### config.mk
export PLATFORM = sky130hd
export DESIGN_NAME = fsr_status_top
export DESIGN_NICKNAME = d
export VERILOG_FILES = /design/src/hdl/fsr_status_pack.v /design/src/hdl/fsr_status_top.v /design/src/hdl/fsr_sync.v
export VERILOG_INCLUDE_DIRS = /design/src /design/src/hdl
export SDC_FILE = /design/constraint.sdc
export NUM_CORES = 1
export LEC_CHECK = 0
export BUFFER_PORTS_ARGS = -buffer_cell sky130_fd_sc_hd__buf_2
export CAP_MARGIN = 20
export CORE_MARGIN = 10
export CORE_UTILIZATION = 40
export CTS_CLUSTER_SIZE = 30
export DETAILED_ROUTE_END_ITERATION = 10
export PLACE_DENSITY = 0.71
export SLEW_MARGIN = 20
export SYNTH_ARGS = -nofsm -noshare
export SYNTH_HDL_FRONTEND = slang
export SYNTH_HIERARCHICAL = 1
export SYNTH_SLANG_ARGS = --single-unit
export TNS_END_PERCENT = 1
### constraint.sdc
create_clock -name CLK_I -period 2.6 [get_ports CLK_I]
set_input_delay 0.26 -clock CLK_I [delete_from_list [all_inputs] [get_ports CLK_I]]
set_output_delay 0.26 -clock CLK_I [all_outputs]
set_load 0.02 [all_outputs]
### src/hdl/fsr_defines.vh
// constants shared by the flash status register block
`ifndef FSR_DEFINES_VH
`define FSR_DEFINES_VH

// command opcodes
`define FSR_OP_RD_STATUS   8'h05
`define FSR_OP_ACT_STATUS  8'h25
`define FSR_OP_WR_ENABLE   8'h06
`define FSR_OP_WR_DISABLE  8'h04
`define FSR_OP_WR_STAT1    8'h01
`define FSR_OP_WR_STAT2    8'h31
`define FSR_OP_PROT_SECT   8'h36
`define FSR_OP_UNPROT_SECT 8'h39
`define FSR_OP_PROGRAM     8'h02
`define FSR_OP_SEQ_PROG    8'hac
`define FSR_OP_ERASE_4K    8'h20
`define FSR_OP_ERASE_32K   8'h52
`define FSR_OP_ERASE_64K   8'hd8
`define FSR_OP_ERASE_CHIP  8'h60
`define FSR_OP_ERASE_CHIP2 8'hc7
`define FSR_OP_SOFT_RESET  8'hf0

// serial bit counts
`define FSR_BITS_OPCODE    6'd8
`define FSR_BITS_ONE_DATA  6'd16
`define FSR_BITS_ADDR      6'd32
`define FSR_CNT_MAX        6'h3f
`define FSR_OPCODE_LAST    6'd7
`define FSR_DATA_LAST      6'd15

// status byte one field positions
`define FSR_S1_LOCK        7
`define FSR_S1_SEQ         6
`define FSR_S1_FAIL        5
`define FSR_S1_WPP         4
`define FSR_S1_SWP_HI      3
`define FSR_S1_SWP_LO      2
`define FSR_S1_WEL         1
`define FSR_S1_BUSY        0

// status byte two field positions
`define FSR_S2_RESET_CMD_ENABLE        4
`define FSR_S2_BUSY        0

// write-status data fields
`define FSR_WS_GLOBAL_HI   5
`define FSR_WS_GLOBAL_LO   2

// protection summary encodings
`define FSR_SWP_NONE       2'b00
`define FSR_SWP_SOME       2'b01
`define FSR_SWP_ALL        2'b11

// reset values
`define FSR_RST_BIT        1'b0
`define FSR_RST_BYTE       8'h00
`define FSR_RST_CNT        6'd0
`define FSR_RST_IDX        4'd0

`endif

### src/hdl/fsr_status_pack.v
// assembles both status bytes and the protection summary
`timescale 1ns/1ps
`include "fsr_defines.vh"
module fsr_status_pack #(
    parameter NSECT = 4                  // number of protectable sectors
) (
    input  wire [NSECT-1:0] sect_prot_i, // per-sector protect bits
    input  wire             lock_i,
    input  wire             seq_i,
    input  wire             fail_i,
    input  wire             wp_n_i,      // synchronised pin, high = released
    input  wire             wel_i,
    input  wire             busy_i,
    input  wire             reset_cmd_enable_i,
    output reg  [7:0]       byte_one_o,
    output reg  [7:0]       byte_two_o
);
    // per-sector and/or accumulation, one stage per entry
    wire [NSECT:0] any_chain;            // some sector protected
    wire [NSECT:0] all_chain;            // every sector protected
    assign any_chain[0] = 1'b0;
    assign all_chain[0] = 1'b1;
    genvar g;
    generate
        for (g = 0; g < NSECT; g = g + 1) begin : g_sect
            assign any_chain[g+1] = any_chain[g] | sect_prot_i[g];
            assign all_chain[g+1] = all_chain[g] & sect_prot_i[g];
        end
    endgenerate

    // summary encoding and byte layout; unused bits stay zero
    always @* begin
        byte_one_o = `FSR_RST_BYTE;
        byte_two_o = `FSR_RST_BYTE;
        byte_one_o[`FSR_S1_LOCK] = lock_i;
        byte_one_o[`FSR_S1_SEQ]  = seq_i;
        byte_one_o[`FSR_S1_FAIL] = fail_i;
        // pin level, set while pin released
        byte_one_o[`FSR_S1_WPP]  = wp_n_i;
        if (all_chain[NSECT]) begin
            byte_one_o[`FSR_S1_SWP_HI:`FSR_S1_SWP_LO] = `FSR_SWP_ALL;
        end else if (any_chain[NSECT]) begin
            byte_one_o[`FSR_S1_SWP_HI:`FSR_S1_SWP_LO] = `FSR_SWP_SOME;
        end else begin
            byte_one_o[`FSR_S1_SWP_HI:`FSR_S1_SWP_LO] = `FSR_SWP_NONE;
        end
        byte_one_o[`FSR_S1_WEL]  = wel_i;
        byte_one_o[`FSR_S1_BUSY] = busy_i;
        byte_two_o[`FSR_S2_RESET_CMD_ENABLE] = reset_cmd_enable_i;
        byte_two_o[`FSR_S2_BUSY] = busy_i;
    end
endmodule // fsr_status_pack

### src/hdl/fsr_status_top.v
// status registers, write latch and active status output of a serial flash
`timescale 1ns/1ps
`include "fsr_defines.vh"
module fsr_status_top #(
    parameter NSECT = 4                          // protectable sectors
) (
    input  wire             CLK_I,               // 50 MHz system clock
    input  wire             RESET_N_I,           // synchronous, active low
    input  wire             CS_N_I,              // chip select pin
    input  wire             SCK_I,               // serial clock pin
    input  wire             SI_I,                // serial data in pin
    input  wire             WP_N_I,              // write-protect pin
    output wire             SO_O,                // serial data out
    output wire             SO_OE_N_O,           // low while driving
    input  wire [NSECT-1:0] SECT_PROT_I,         // per-sector protect state
    input  wire             SEQ_ACTIVE_I,        // array in sequential mode
    input  wire             SEQ_END_I,           // sequential end or abort
    input  wire             HOLD_ABORT_I,        // hold condition abort
    input  wire             ARRAY_DONE_I,        // operation finished
    input  wire             ARRAY_FAIL_I,        // qualifies done: bad byte
    input  wire             ARRAY_ABORT_I,       // operation aborted
    output reg              ARRAY_REQ_O,         // start program or erase
    output reg  [7:0]       ARRAY_OP_O,          // opcode of that request
    output reg  [23:0]      ADDR_O,              // address of request
    output reg              PROT_SECTOR_O,       // protect sector pulse
    output reg              UNPROT_SECTOR_O,     // unprotect sector pulse
    output reg              GLOBAL_REQ_O,        // global protect/unprotect
    output reg  [3:0]       GLOBAL_BITS_O,       // global select bits
    output reg              SOFT_RESET_O,        // accepted reset command
    output wire [7:0]       STATUS1_O,           // status byte one
    output wire [7:0]       STATUS2_O            // status byte two
);
    // synchronised pins
    wire [3:0] pin_sync;                         // {wp_n, si, sck, cs_n}
    wire       cs_n_s = pin_sync[0];
    wire       sck_s  = pin_sync[1];
    wire       si_s   = pin_sync[2];
    wire       wp_n_s = pin_sync[3];

    // register state
    reg        lock_reg;                         // protection lock bit
    reg        seq_reg;                          // sequential mode flag
    reg        fail_reg;                         // program fail flag
    reg        wel_reg;                          // write latch bit
    reg        busy_reg;                         // busy flag
    reg        reset_cmd_enable_reg;                         // reset command enable
    // serial front end
    reg        sck_d_reg;                        // previous sck for edges
    reg        cs_act_d_reg;                     // previous chip select
    reg [31:0] shift_reg;                        // incoming bits
    reg [5:0]  cnt_reg;                          // bits since select
    reg [2:0]  phase_reg;                        // bit position in byte
    reg [7:0]  op_reg;                           // captured opcode
    reg [7:0]  data_reg;                         // first data byte
    reg [3:0]  idx_reg;                          // status stream position
    reg        so_reg;                           // output bit
    reg        drive_reg;                        // output enabled
    reg [2:0]  mode_reg;                         // output mode, one-hot

    localparam [2:0] M_IDLE = 3'b001;            // output released
    localparam [2:0] M_READ = 3'b010;            // status stream
    localparam [2:0] M_ACT  = 3'b100;            // active status

    wire [7:0] byte_one;
    wire [7:0] byte_two;
    wire [15:0] status_word = {byte_one, byte_two};

    // edges and frame events on the system clock
    wire cs_act   = ~cs_n_s;
    wire sck_rise = sck_s & ~sck_d_reg;
    wire sck_fall = ~sck_s & sck_d_reg;
    wire cs_end   = cs_act_d_reg & ~cs_act;
    wire [7:0] op_now = {shift_reg[6:0], si_s};  // opcode on its last bit
    wire wp_on    = ~wp_n_s;                     // pin asserted

    // a full opcode is needed before a command decoded at release can change the latch
    wire full_op  = (cnt_reg >= `FSR_BITS_OPCODE);
    wire has_data = (cnt_reg >= `FSR_BITS_ONE_DATA);
    wire has_addr = (cnt_reg >= `FSR_BITS_ADDR);
    wire on_byte  = (phase_reg == 3'd0);

    // array opcodes grouped once, shared by decode below
    wire is_prog  = (op_reg == `FSR_OP_PROGRAM) || (op_reg == `FSR_OP_SEQ_PROG);
    wire is_erase = (op_reg == `FSR_OP_ERASE_4K) || (op_reg == `FSR_OP_ERASE_32K)
                 || (op_reg == `FSR_OP_ERASE_64K);
    wire is_chip  = (op_reg == `FSR_OP_ERASE_CHIP) || (op_reg == `FSR_OP_ERASE_CHIP2);

    fsr_sync #(
        .WIDTH (4),
        .INIT  (4'b1001)
    ) u_sync (
        .clk_i     (CLK_I),
        .reset_n_i (RESET_N_I),
        .async_i   ({WP_N_I, SI_I, SCK_I, CS_N_I}),
        .sync_o    (pin_sync)
    );

    fsr_status_pack #(
        .NSECT (NSECT)
    ) u_pack (
        .sect_prot_i (SECT_PROT_I),
        .lock_i      (lock_reg),
        .seq_i       (seq_reg),
        .fail_i      (fail_reg),
        .wp_n_i      (wp_n_s),
        .wel_i       (wel_reg),
        .busy_i      (busy_reg),
        .reset_cmd_enable_i      (reset_cmd_enable_reg),
        .byte_one_o  (byte_one),
        .byte_two_o  (byte_two)
    );

    assign STATUS1_O = byte_one;
    assign STATUS2_O = byte_two;
    assign SO_O      = so_reg;
    assign SO_OE_N_O = ~drive_reg;

    // serial front end: shift on sck rise, status stream output on sck fall
    always @(posedge CLK_I) begin
        if (!RESET_N_I) begin
            sck_d_reg    <= `FSR_RST_BIT;
            cs_act_d_reg <= `FSR_RST_BIT;
            shift_reg    <= 32'h0000_0000;
            cnt_reg      <= `FSR_RST_CNT;
            phase_reg    <= 3'd0;
            op_reg       <= `FSR_RST_BYTE;
            data_reg     <= `FSR_RST_BYTE;
            idx_reg      <= `FSR_RST_IDX;
            so_reg       <= `FSR_RST_BIT;
            drive_reg    <= `FSR_RST_BIT;
            mode_reg     <= M_IDLE;
        end else begin
            sck_d_reg    <= sck_s;
            cs_act_d_reg <= cs_act;
            if (!cs_act) begin
                // release ends any output, even mid-byte
                cnt_reg   <= `FSR_RST_CNT;
                phase_reg <= 3'd0;
                idx_reg   <= `FSR_RST_IDX;
                drive_reg <= 1'b0;
                mode_reg  <= M_IDLE;
                if (!cs_end) begin
                    op_reg <= `FSR_RST_BYTE;
                end
            end else begin
                if (sck_rise) begin
                    shift_reg <= {shift_reg[30:0], si_s};
                    phase_reg <= phase_reg + 3'd1;
                    // counter saturates; long tails are ignored
                    if (cnt_reg != `FSR_CNT_MAX) begin
                        cnt_reg <= cnt_reg + 6'd1;
                    end
                    if (cnt_reg == `FSR_OPCODE_LAST) begin
                        op_reg <= op_now;
                        // active status starts on its opcode
                        if (op_now == `FSR_OP_ACT_STATUS) begin
                            mode_reg  <= M_ACT;
                            so_reg    <= busy_reg;
                            drive_reg <= 1'b1;
                        end else if (op_now == `FSR_OP_RD_STATUS) begin
                            mode_reg <= M_READ;
                        end
                    end
                    // later input bits are don't care here
                    if (cnt_reg == `FSR_DATA_LAST) begin
                        data_reg <= op_now;
                    end
                end
                case (mode_reg)
                    M_READ: begin
                        // byte one then two, msb first, live data
                        if (sck_fall) begin
                            so_reg    <= status_word[4'd15 - idx_reg];
                            idx_reg   <= idx_reg + 4'd1;
                            drive_reg <= 1'b1;
                        end
                    end
                    M_ACT: begin
                        // may fall with busy, never rises
                        so_reg <= so_reg & busy_reg;
                    end
                    default: begin
                        // no hold here: it would undo the entry value set above
                    end
                endcase
            end
        end
    end

    // status bits, latch and command completion at chip select release
    always @(posedge CLK_I) begin
        if (!RESET_N_I) begin
            lock_reg        <= `FSR_RST_BIT;
            seq_reg         <= `FSR_RST_BIT;
            fail_reg        <= `FSR_RST_BIT;
            wel_reg         <= `FSR_RST_BIT;
            busy_reg        <= `FSR_RST_BIT;
            reset_cmd_enable_reg        <= `FSR_RST_BIT;
            ARRAY_REQ_O     <= 1'b0;
            ARRAY_OP_O      <= `FSR_RST_BYTE;
            ADDR_O          <= 24'h00_0000;
            PROT_SECTOR_O   <= 1'b0;
            UNPROT_SECTOR_O <= 1'b0;
            GLOBAL_REQ_O    <= 1'b0;
            GLOBAL_BITS_O   <= 4'h0;
            SOFT_RESET_O    <= 1'b0;
        end else begin
            ARRAY_REQ_O     <= 1'b0;
            PROT_SECTOR_O   <= 1'b0;
            UNPROT_SECTOR_O <= 1'b0;
            GLOBAL_REQ_O    <= 1'b0;
            SOFT_RESET_O    <= 1'b0;
            seq_reg <= SEQ_ACTIVE_I;
            // busy ends only on finish or abort
            if (ARRAY_DONE_I) begin
                busy_reg <= 1'b0;
                fail_reg <= ARRAY_FAIL_I;
                wel_reg  <= 1'b0;
            end else if (ARRAY_ABORT_I) begin
                busy_reg <= 1'b0;
                fail_reg <= 1'b0;
                wel_reg  <= 1'b0;
            end
            // sequential end and hold abort clear latch
            if (SEQ_END_I || HOLD_ABORT_I) begin
                wel_reg <= 1'b0;
            end
            // later decode wins, so a new enable is not lost
            // partial opcode leaves latch untouched
            if (cs_end && full_op && !busy_reg) begin
                if (op_reg == `FSR_OP_WR_ENABLE) begin
                    wel_reg <= 1'b1;
                end else if (op_reg == `FSR_OP_WR_DISABLE) begin
                    wel_reg <= 1'b0;
                end else if (op_reg == `FSR_OP_WR_STAT1) begin
                    wel_reg <= 1'b0;
                    if (wel_reg && has_data
                        && !(wp_on && lock_reg && !data_reg[`FSR_S1_LOCK])) begin
                        // only the lock bit is written
                        lock_reg <= data_reg[`FSR_S1_LOCK];
                        // global action uses the prior lock
                        if (!lock_reg) begin
                            GLOBAL_REQ_O  <= 1'b1;
                            GLOBAL_BITS_O <= data_reg[`FSR_WS_GLOBAL_HI:`FSR_WS_GLOBAL_LO];
                        end
                    end
                end else if (op_reg == `FSR_OP_WR_STAT2) begin
                    wel_reg <= 1'b0;
                    if (wel_reg && has_data && on_byte) begin
                        reset_cmd_enable_reg <= data_reg[`FSR_S2_RESET_CMD_ENABLE];
                    end
                end else if ((op_reg == `FSR_OP_PROT_SECT)
                          || (op_reg == `FSR_OP_UNPROT_SECT)) begin
                    wel_reg <= 1'b0;
                    if (wel_reg && has_addr && !lock_reg) begin
                        PROT_SECTOR_O   <= (op_reg == `FSR_OP_PROT_SECT);
                        UNPROT_SECTOR_O <= (op_reg == `FSR_OP_UNPROT_SECT);
                        ADDR_O          <= shift_reg[23:0];
                    end
                end else if (is_prog || is_erase || is_chip) begin
                    if (wel_reg && (is_chip || has_addr)) begin
                        ARRAY_REQ_O <= 1'b1;
                        ARRAY_OP_O  <= op_reg;
                        ADDR_O      <= is_chip ? 24'h00_0000 : shift_reg[23:0];
                        busy_reg    <= 1'b1;
                    end else begin
                        wel_reg <= 1'b0;
                    end
                end else if (op_reg == `FSR_OP_SOFT_RESET) begin
                    if (reset_cmd_enable_reg) begin
                        SOFT_RESET_O <= 1'b1;
                        lock_reg     <= 1'b0;
                        wel_reg      <= 1'b0;
                        // an engine failure reported in this cycle still wins
                        fail_reg     <= ARRAY_DONE_I & ARRAY_FAIL_I;
                    end
                end
            end
        end
    end
endmodule // fsr_status_top

### src/hdl/fsr_sync.v
// two flip-flop synchroniser for pin inputs
`timescale 1ns/1ps
module fsr_sync #(
    parameter WIDTH = 4,                 // number of pins
    parameter [WIDTH-1:0] INIT = 4'hf    // idle level of each pin
) (
    input  wire             clk_i,
    input  wire             reset_n_i,
    input  wire [WIDTH-1:0] async_i,
    output wire [WIDTH-1:0] sync_o
);
    // one two-stage chain per pin; first stage feeds only the second
    genvar g;
    generate
        for (g = 0; g < WIDTH; g = g + 1) begin : g_bit
            reg meta_reg;                // first stage, read by second only
            reg stable_reg;              // second stage, safe to use
            always @(posedge clk_i) begin
                if (!reset_n_i) begin
                    meta_reg   <= INIT[g];
                    stable_reg <= INIT[g];
                end else begin
                    meta_reg   <= async_i[g];
                    stable_reg <= meta_reg;
                end
            end
            assign sync_o[g] = stable_reg;
        end
    endgenerate
endmodule // fsr_sync

## Word-level counts from Yosys, hierarchy flattened

Cells that the tools add are included.
W data, S select, Z words.

- $add $sub $neg: 4
- Order comparisons: 4
- Eq/ne operators: 27
- Multiplexer cells: 69
- Bitwise operators: 28
- Reductions and logical operators: 47

Operators with widths:

| operator | number |
|---|---|
| $mux W24 | 5 |
| $mux W1 | 55 |
| $eq A8 B6 Y1 const B | 5 |
| $eq A8 B8 Y1 const B | 4 |
| $mux W8 | 4 |
| $eq A8 B3 Y1 const B | 3 |
| $not A1 Y1 | 17 |
| $eq A8 B7 Y1 const B | 2 |
| $reduce_and A8 Y1 | 2 |
| $reduce_or A8 Y1 | 2 |
| $reduce_bool A2 Y1 | 7 |
| $reduce_and A6 Y1 | 2 |
| $logic_and A1 B1 Y1 | 10 |
| $logic_or A1 B1 Y1 | 9 |
| $reduce_and A3 Y1 | 3 |
| $reduce_and A9 Y1 | 1 |
| $reduce_or A9 Y1 | 1 |
| $and A1 B1 Y1 | 8 |
| $eq A8 B1 Y1 const B | 1 |
| $eq A8 B2 Y1 const B | 1 |
| $ne A2 B2 Y1 const B | 4 |
| $add A6 B1 Y6 const B | 1 |
| $eq A6 B3 Y1 const B | 1 |
| $eq A6 B4 Y1 const B | 1 |
| 21 further kinds | 30 |

- Flip-flop bits (word level): 115
- Bits of input ports: 16
- Output and inout bits: 59
- Word-level logic and storage cells: 212

## Logic depth before layout (Yosys ltp)

- Depth in word-level cells: 12
- Depth in mapped cells: 9
- Gate-level depth less buffers: 6

## By module

Netlist, hierarchy kept.

By module, submodules not included:

| module | times used | cells an instance | area an instance (µm²) | sequential area each (µm²) |
|---|---|---|---|---|
| fsr_status_top | 1 | 519 | 4659.5 | 2082.0 |
| fsr_sync | 1 | 20 | 240.2 | 160.2 |
| fsr_status_pack | 1 | 17 | 126.4 | 0.0 |

## Worst setup path after synthesis

OpenSTA, ideal clock, no wires.

- Path kind: input-to-reg
- Start: in SECT_PROT_I[1]
- End: reg so_reg (netlist: SO_O)
- Setup time: 0.120 ns
- Data arrival time: 2.205 ns
- Required time: 2.480 ns
- Setup slack: 0.276 ns
- Stages: 5
- Buffers on the path: 0
- Path through: or4_1 mux4_2 mux4_2 and2_1 o31a_1

- Word-level cells in the longest chain between the ends: 9

RTL lines:

| element | RTL line | source |
|---|---|---|
| from (decl) | fsr_status_top.v:15 | `input wire [NSECT-1:0] SECT_PROT_I,` |
| $or A1 B1 Y1 (3 in series) | fsr_status_pack.v:26 | `assign any_chain[g+1] = any_chain[g] \| sect_prot_i[g];` |
| $mux W1 | fsr_status_pack.v:42 | `end else if (any_chain[NSECT]) begin` |
| $mux W2 (*) | fsr_status_pack.v:40 | `if (all_chain[NSECT]) begin` |
| $bmux W1 S4 (*) | fsr_status_top.v:173 | `so_reg <= status_word[4'd15 - idx_reg];` |
| $mux W1 (implied by the code) (*) | fsr_status_top.v:173 |  |
| $mux W1 (*) | fsr_status_top.v:172 | `if (sck_fall) begin` |
| $pmux W1 S2 (*) | fsr_status_top.v:169 | `case (mode_reg)` |
| to (signal assigned) | fsr_status_top.v:158 | `so_reg <= busy_reg;` |
| to (signal assigned) | fsr_status_top.v:173 |  |
| to (signal assigned) | fsr_status_top.v:180 | `so_reg <= so_reg & busy_reg;` |
| to (decl) | fsr_status_top.v:56 | `reg so_reg;` |

Every way passes the cells marked *; elsewhere a longest branch is shown, timed or not. The select of a mux whose other input is x is not followed.
A chain may end at the register's enable or synchronous reset.

## Worst setup path after layout

- Start: reg op_reg[5]
- End: reg ADDR_O[8]

- Word-level cells in the longest chain between the ends: 7

RTL lines:

| element | RTL line | source |
|---|---|---|
| from (decl) | fsr_status_top.v:53 | `reg [7:0] op_reg;` |
| from (signal assigned) | fsr_status_top.v:126 | `` op_reg <= `FSR_RST_BYTE; `` |
| from (signal assigned) | fsr_status_top.v:143 | `` op_reg <= `FSR_RST_BYTE; `` |
| from (signal assigned) | fsr_status_top.v:154 | `op_reg <= op_now;` |
| $eq A8 B6 Y1 (no source line) / $eq A8 B7 Y1 (equally long branches) | - |  |
| $logic_or A1 B1 Y1 (2 in series) | fsr_status_top.v:84 | `` wire is_erase = (op_reg == `FSR_OP_ERASE_4K) \|\| (op_reg == `FSR_OP_ERASE_32K) `` |
| $logic_or A1 B1 Y1 (2 in series) | fsr_status_top.v:260 | `end else if (is_prog \|\| is_erase \|\| is_chip) begin` |
| $reduce_bool A2 Y1 (no source line) | - |  |
| $reduce_and A8 Y1 (no source line) | - |  |
| to (signal assigned) | fsr_status_top.v:258 | `ADDR_O <= shift_reg[23:0];` |
| to (signal assigned) | fsr_status_top.v:264 | `ADDR_O <= is_chip ? 24'h00_0000 : shift_reg[23:0];` |
| to (decl) | fsr_status_top.v:24 | `output reg [23:0] ADDR_O,` |

Parallel ways exist; a longest one is shown, timed or not. The select of a mux whose other input is x is not followed.

==> results.md <==
- Die height: 132 um
- Syn-to-layout area delta: 13.2%
- Cell area power density: 591 nW/um2
- Placeable Area: 12200 um2
- CTS sink cnt: 112
- Area of the multi-input gates: 2420 um2
- Cells after Synth: 556
- Post-DRT Antenna Nets: 0
- CP endpoint kind: register
- Synth cell types: 60
- Vias in the first global route: 3984
- Worst Path Required: 2.83 ns
- P_leak: 2.37 nW
- Clk pwr share: 45.8%
- Ys async rst share: 0%
- Final min period: 2.39 ns
- Run status: complete, no violations
- Yosys top cell area share: 44.6%
- Hold_buf cts: 0
- Main flop type after synthesis: dfxtp_1
- Sw frac: 20.2%
- DIE WIDTH: 132 um
- Min-delay worst type: input pin to register
- Port buffer count: 68
- Initial Utilization: 41.3%
- Sequential area share after synthesis: 44.6%
- Antenna violations before repair: 0
- H-tree depth: 3
- Synthesized area per cell: 9.04 um2
- Crit-path max FO: 24
- Switching Power: 679 uW
- Post-route DRC: 0
- WS Path Type: register to register
- Largest net degree at the start of global routing: 61
- Longest Clk Path Bufs: 2
- Number of flops mapped to enable cells by yosys: 0
- Pins Over Slew Limit: 0
- Antenna diode count: 0
- Worst slew margin: 35.8%
- Hold Fails Final Rpt: 0
- Total chip power: 3.36 mW
- Combinational power share: 2.8%
- Via density: 5.15
- Critical Path AT: 2.62 ns
- Clock root buffer: clkbuf_16
- Site row count: 40
- Num CTS Buffers: 9
- Synth area leaders: dfxtp_1 (45%), nand2_1 (9.4%), mux2i_1 (9.2%)
- Detailed-route wire length per cell: 15.4 um
- GPL Wtd Cong: 0.839
- Iter 0 DRT Violations: 345
- Drt total wl: 11.9 mm
- Fmax: 418 MHz
- Final setup vio count: 0
- Sequential power share: 51.4%
- First-pass GRT wire length: 19.9 mm
- Final Skew: 0.00728 ns
- Int Power: 2.69 mW
- CTS tree: built
- Flops & latches, synth: 112
- Cell Area, Synth: 5030 um2
- Cells after DPL: 757
- RSZ-0062 raised after global routing: false
- Final std cells w/o fill: 772
- GRT overflow: 0
- IO Pins: 75
- Gr usage total: 13.5%
- Dpl ws: 0.186 ns
- Die area: 17400 um2
- Reg clk slew, reported paths: 0.07 ns
- Peak supply drop: 0.319 mV
- DR pass1 iterations: 5
- Layout cell share with drive strength beyond 1: 18.2%
- Vias after detailed routing: 3975
- Yosys Warn Count: 6
- Nets: 621
- Skew-Pair Late Insertion Delay: 0.34 ns
- Fillers: 1149
- Final worst slack: 0.208 ns
- CP Launch Type: register
- Setup TNS: 0 ns
- Worst-Margin Slew: 0.963 ns
- Fin crit share: 92.0%
- Maxcap violations: 0
- Final HPWL DP: 8.41 mm
- Yosys top cell by area: dfxtp_1
- Register Area: 2240 um2
-- routing by layer --
metal	part of all wire, %	global-route usage (%)
met1	46	17.2
met2	45	21.0
met3	7.5	3.73
met4	1.8	5.56
met5	0	0
-- worst max-delay path: stages (launching register included) --
cell	delay [ns]
dfxtp_1	0.44
nor4_4	0.43
or4b_1	0.50
and4_4	0.20
a221o_1	0.36
buf_12	0.19
mux2i_1	0.14
-- path summary, 6_finish.rpt --
path                            cells past startpoint                      from                          to  slack, ns
worst min register to register                      1  u_sync/g_bit[0].meta_reg  u_sync/g_bit[0].stable_reg       0.43
worst min-delay path                                2                    CS_N_I    u_sync/g_bit[0].meta_reg        0.1
worst max register to register                      6                 op_reg[5]                   ADDR_O[8]       0.21
worst max-delay path                                6                 op_reg[5]                   ADDR_O[8]       0.21
-- power by group through the flow --
stage               combinational (mW)  sequential, mW  clock (mW)
floorplan                       0.0764            1.77           0
global route                     0.103            1.73        1.63
CTS                             0.0918            1.73        1.57
detailed placement              0.0914            1.77           0
finish                          0.0933            1.73        1.54
global placement                0.0897            1.77           0
-- Yosys cell counts, types with 2 or more instances --
library cell   instances
ha_1                   5
o31a_1                 2
o21ai_0                7
clkbuf_1              19
or3_1                  2
buf_4                 20
o21a_1                 3
a21oi_1               33
a2111o_1               2
nor4b_1                3
nor4_1                 6
nor4bb_1               3
o211ai_1               3
nor2_1                34
and3_1                 3
buf_12                 2
dlygate4sd3_1          4
nand2b_1              10
inv_1                 10
dfxtp_1              112
a22o_1                 7
nand4_1                8
and4b_1                4
a211oi_1               2
or4_1                  5
xnor2_1                3
nor3_1                 5
mux4_2                 5
nand2_1              126
mux2i_1               46
xor2_1                 8
nor3b_1                4
buf_2                  3
buf_6                  2
and2_1                 8
and3b_1                2
nand3b_1               3
nand3_1                9
nor2b_1                2
-- cells by family after synthesis --
logic type | synth area share [%]
compound gates | 8.44
xor+xnor | 1.92
fa+ha+maj | 1.24
buf+inv | 7.89
flops | 44.6
mux | 11.4
other cells | 0.0746
simple gates | 24.4
-- cell type report --
class / count / area share [%]
clock buffers: 9 / 3.96
clock inverters: 6 / 1.91
inverters: 11 / 0.726
multi-input cells: 386 / 42.5
flip-flops and latches: 112 / 39.4
well taps: 168 / 3.69
repair buffers: 80 / 7.79
-- stage by stage --
stage                     hold WS, ns  util, %  instance area, um2
after CTS                      0.0931     46.7                5680
final                          0.0999     46.8                5690
after global routing           0.0961     46.8                5690
after detailed placement        0.419     43.9                5340
after global placement          0.395     43.9                5340
after floorplan                 0.333        -                5040
-- what timing repair did --
action | 4_1_cts | 5_1_grt
endpoints found under the setup margin | 0 | 9
resized for setup | 0 | 1
setup buffers | 0 | 0
-- cells in the final DEF (no fill, tap or decap), types with 9 or more instances in the layout --
cell type and count:
buf_2 68, nand3_1 9, inv_1 10, mux2i_1 46, nor2_1 34, nand2b_1 10, nand2_1 126, buf_4 11
dfxtp_1 112, a21oi_1 33, clkbuf_16 9
Note: power is estimated with default switching activity, not from simulation.
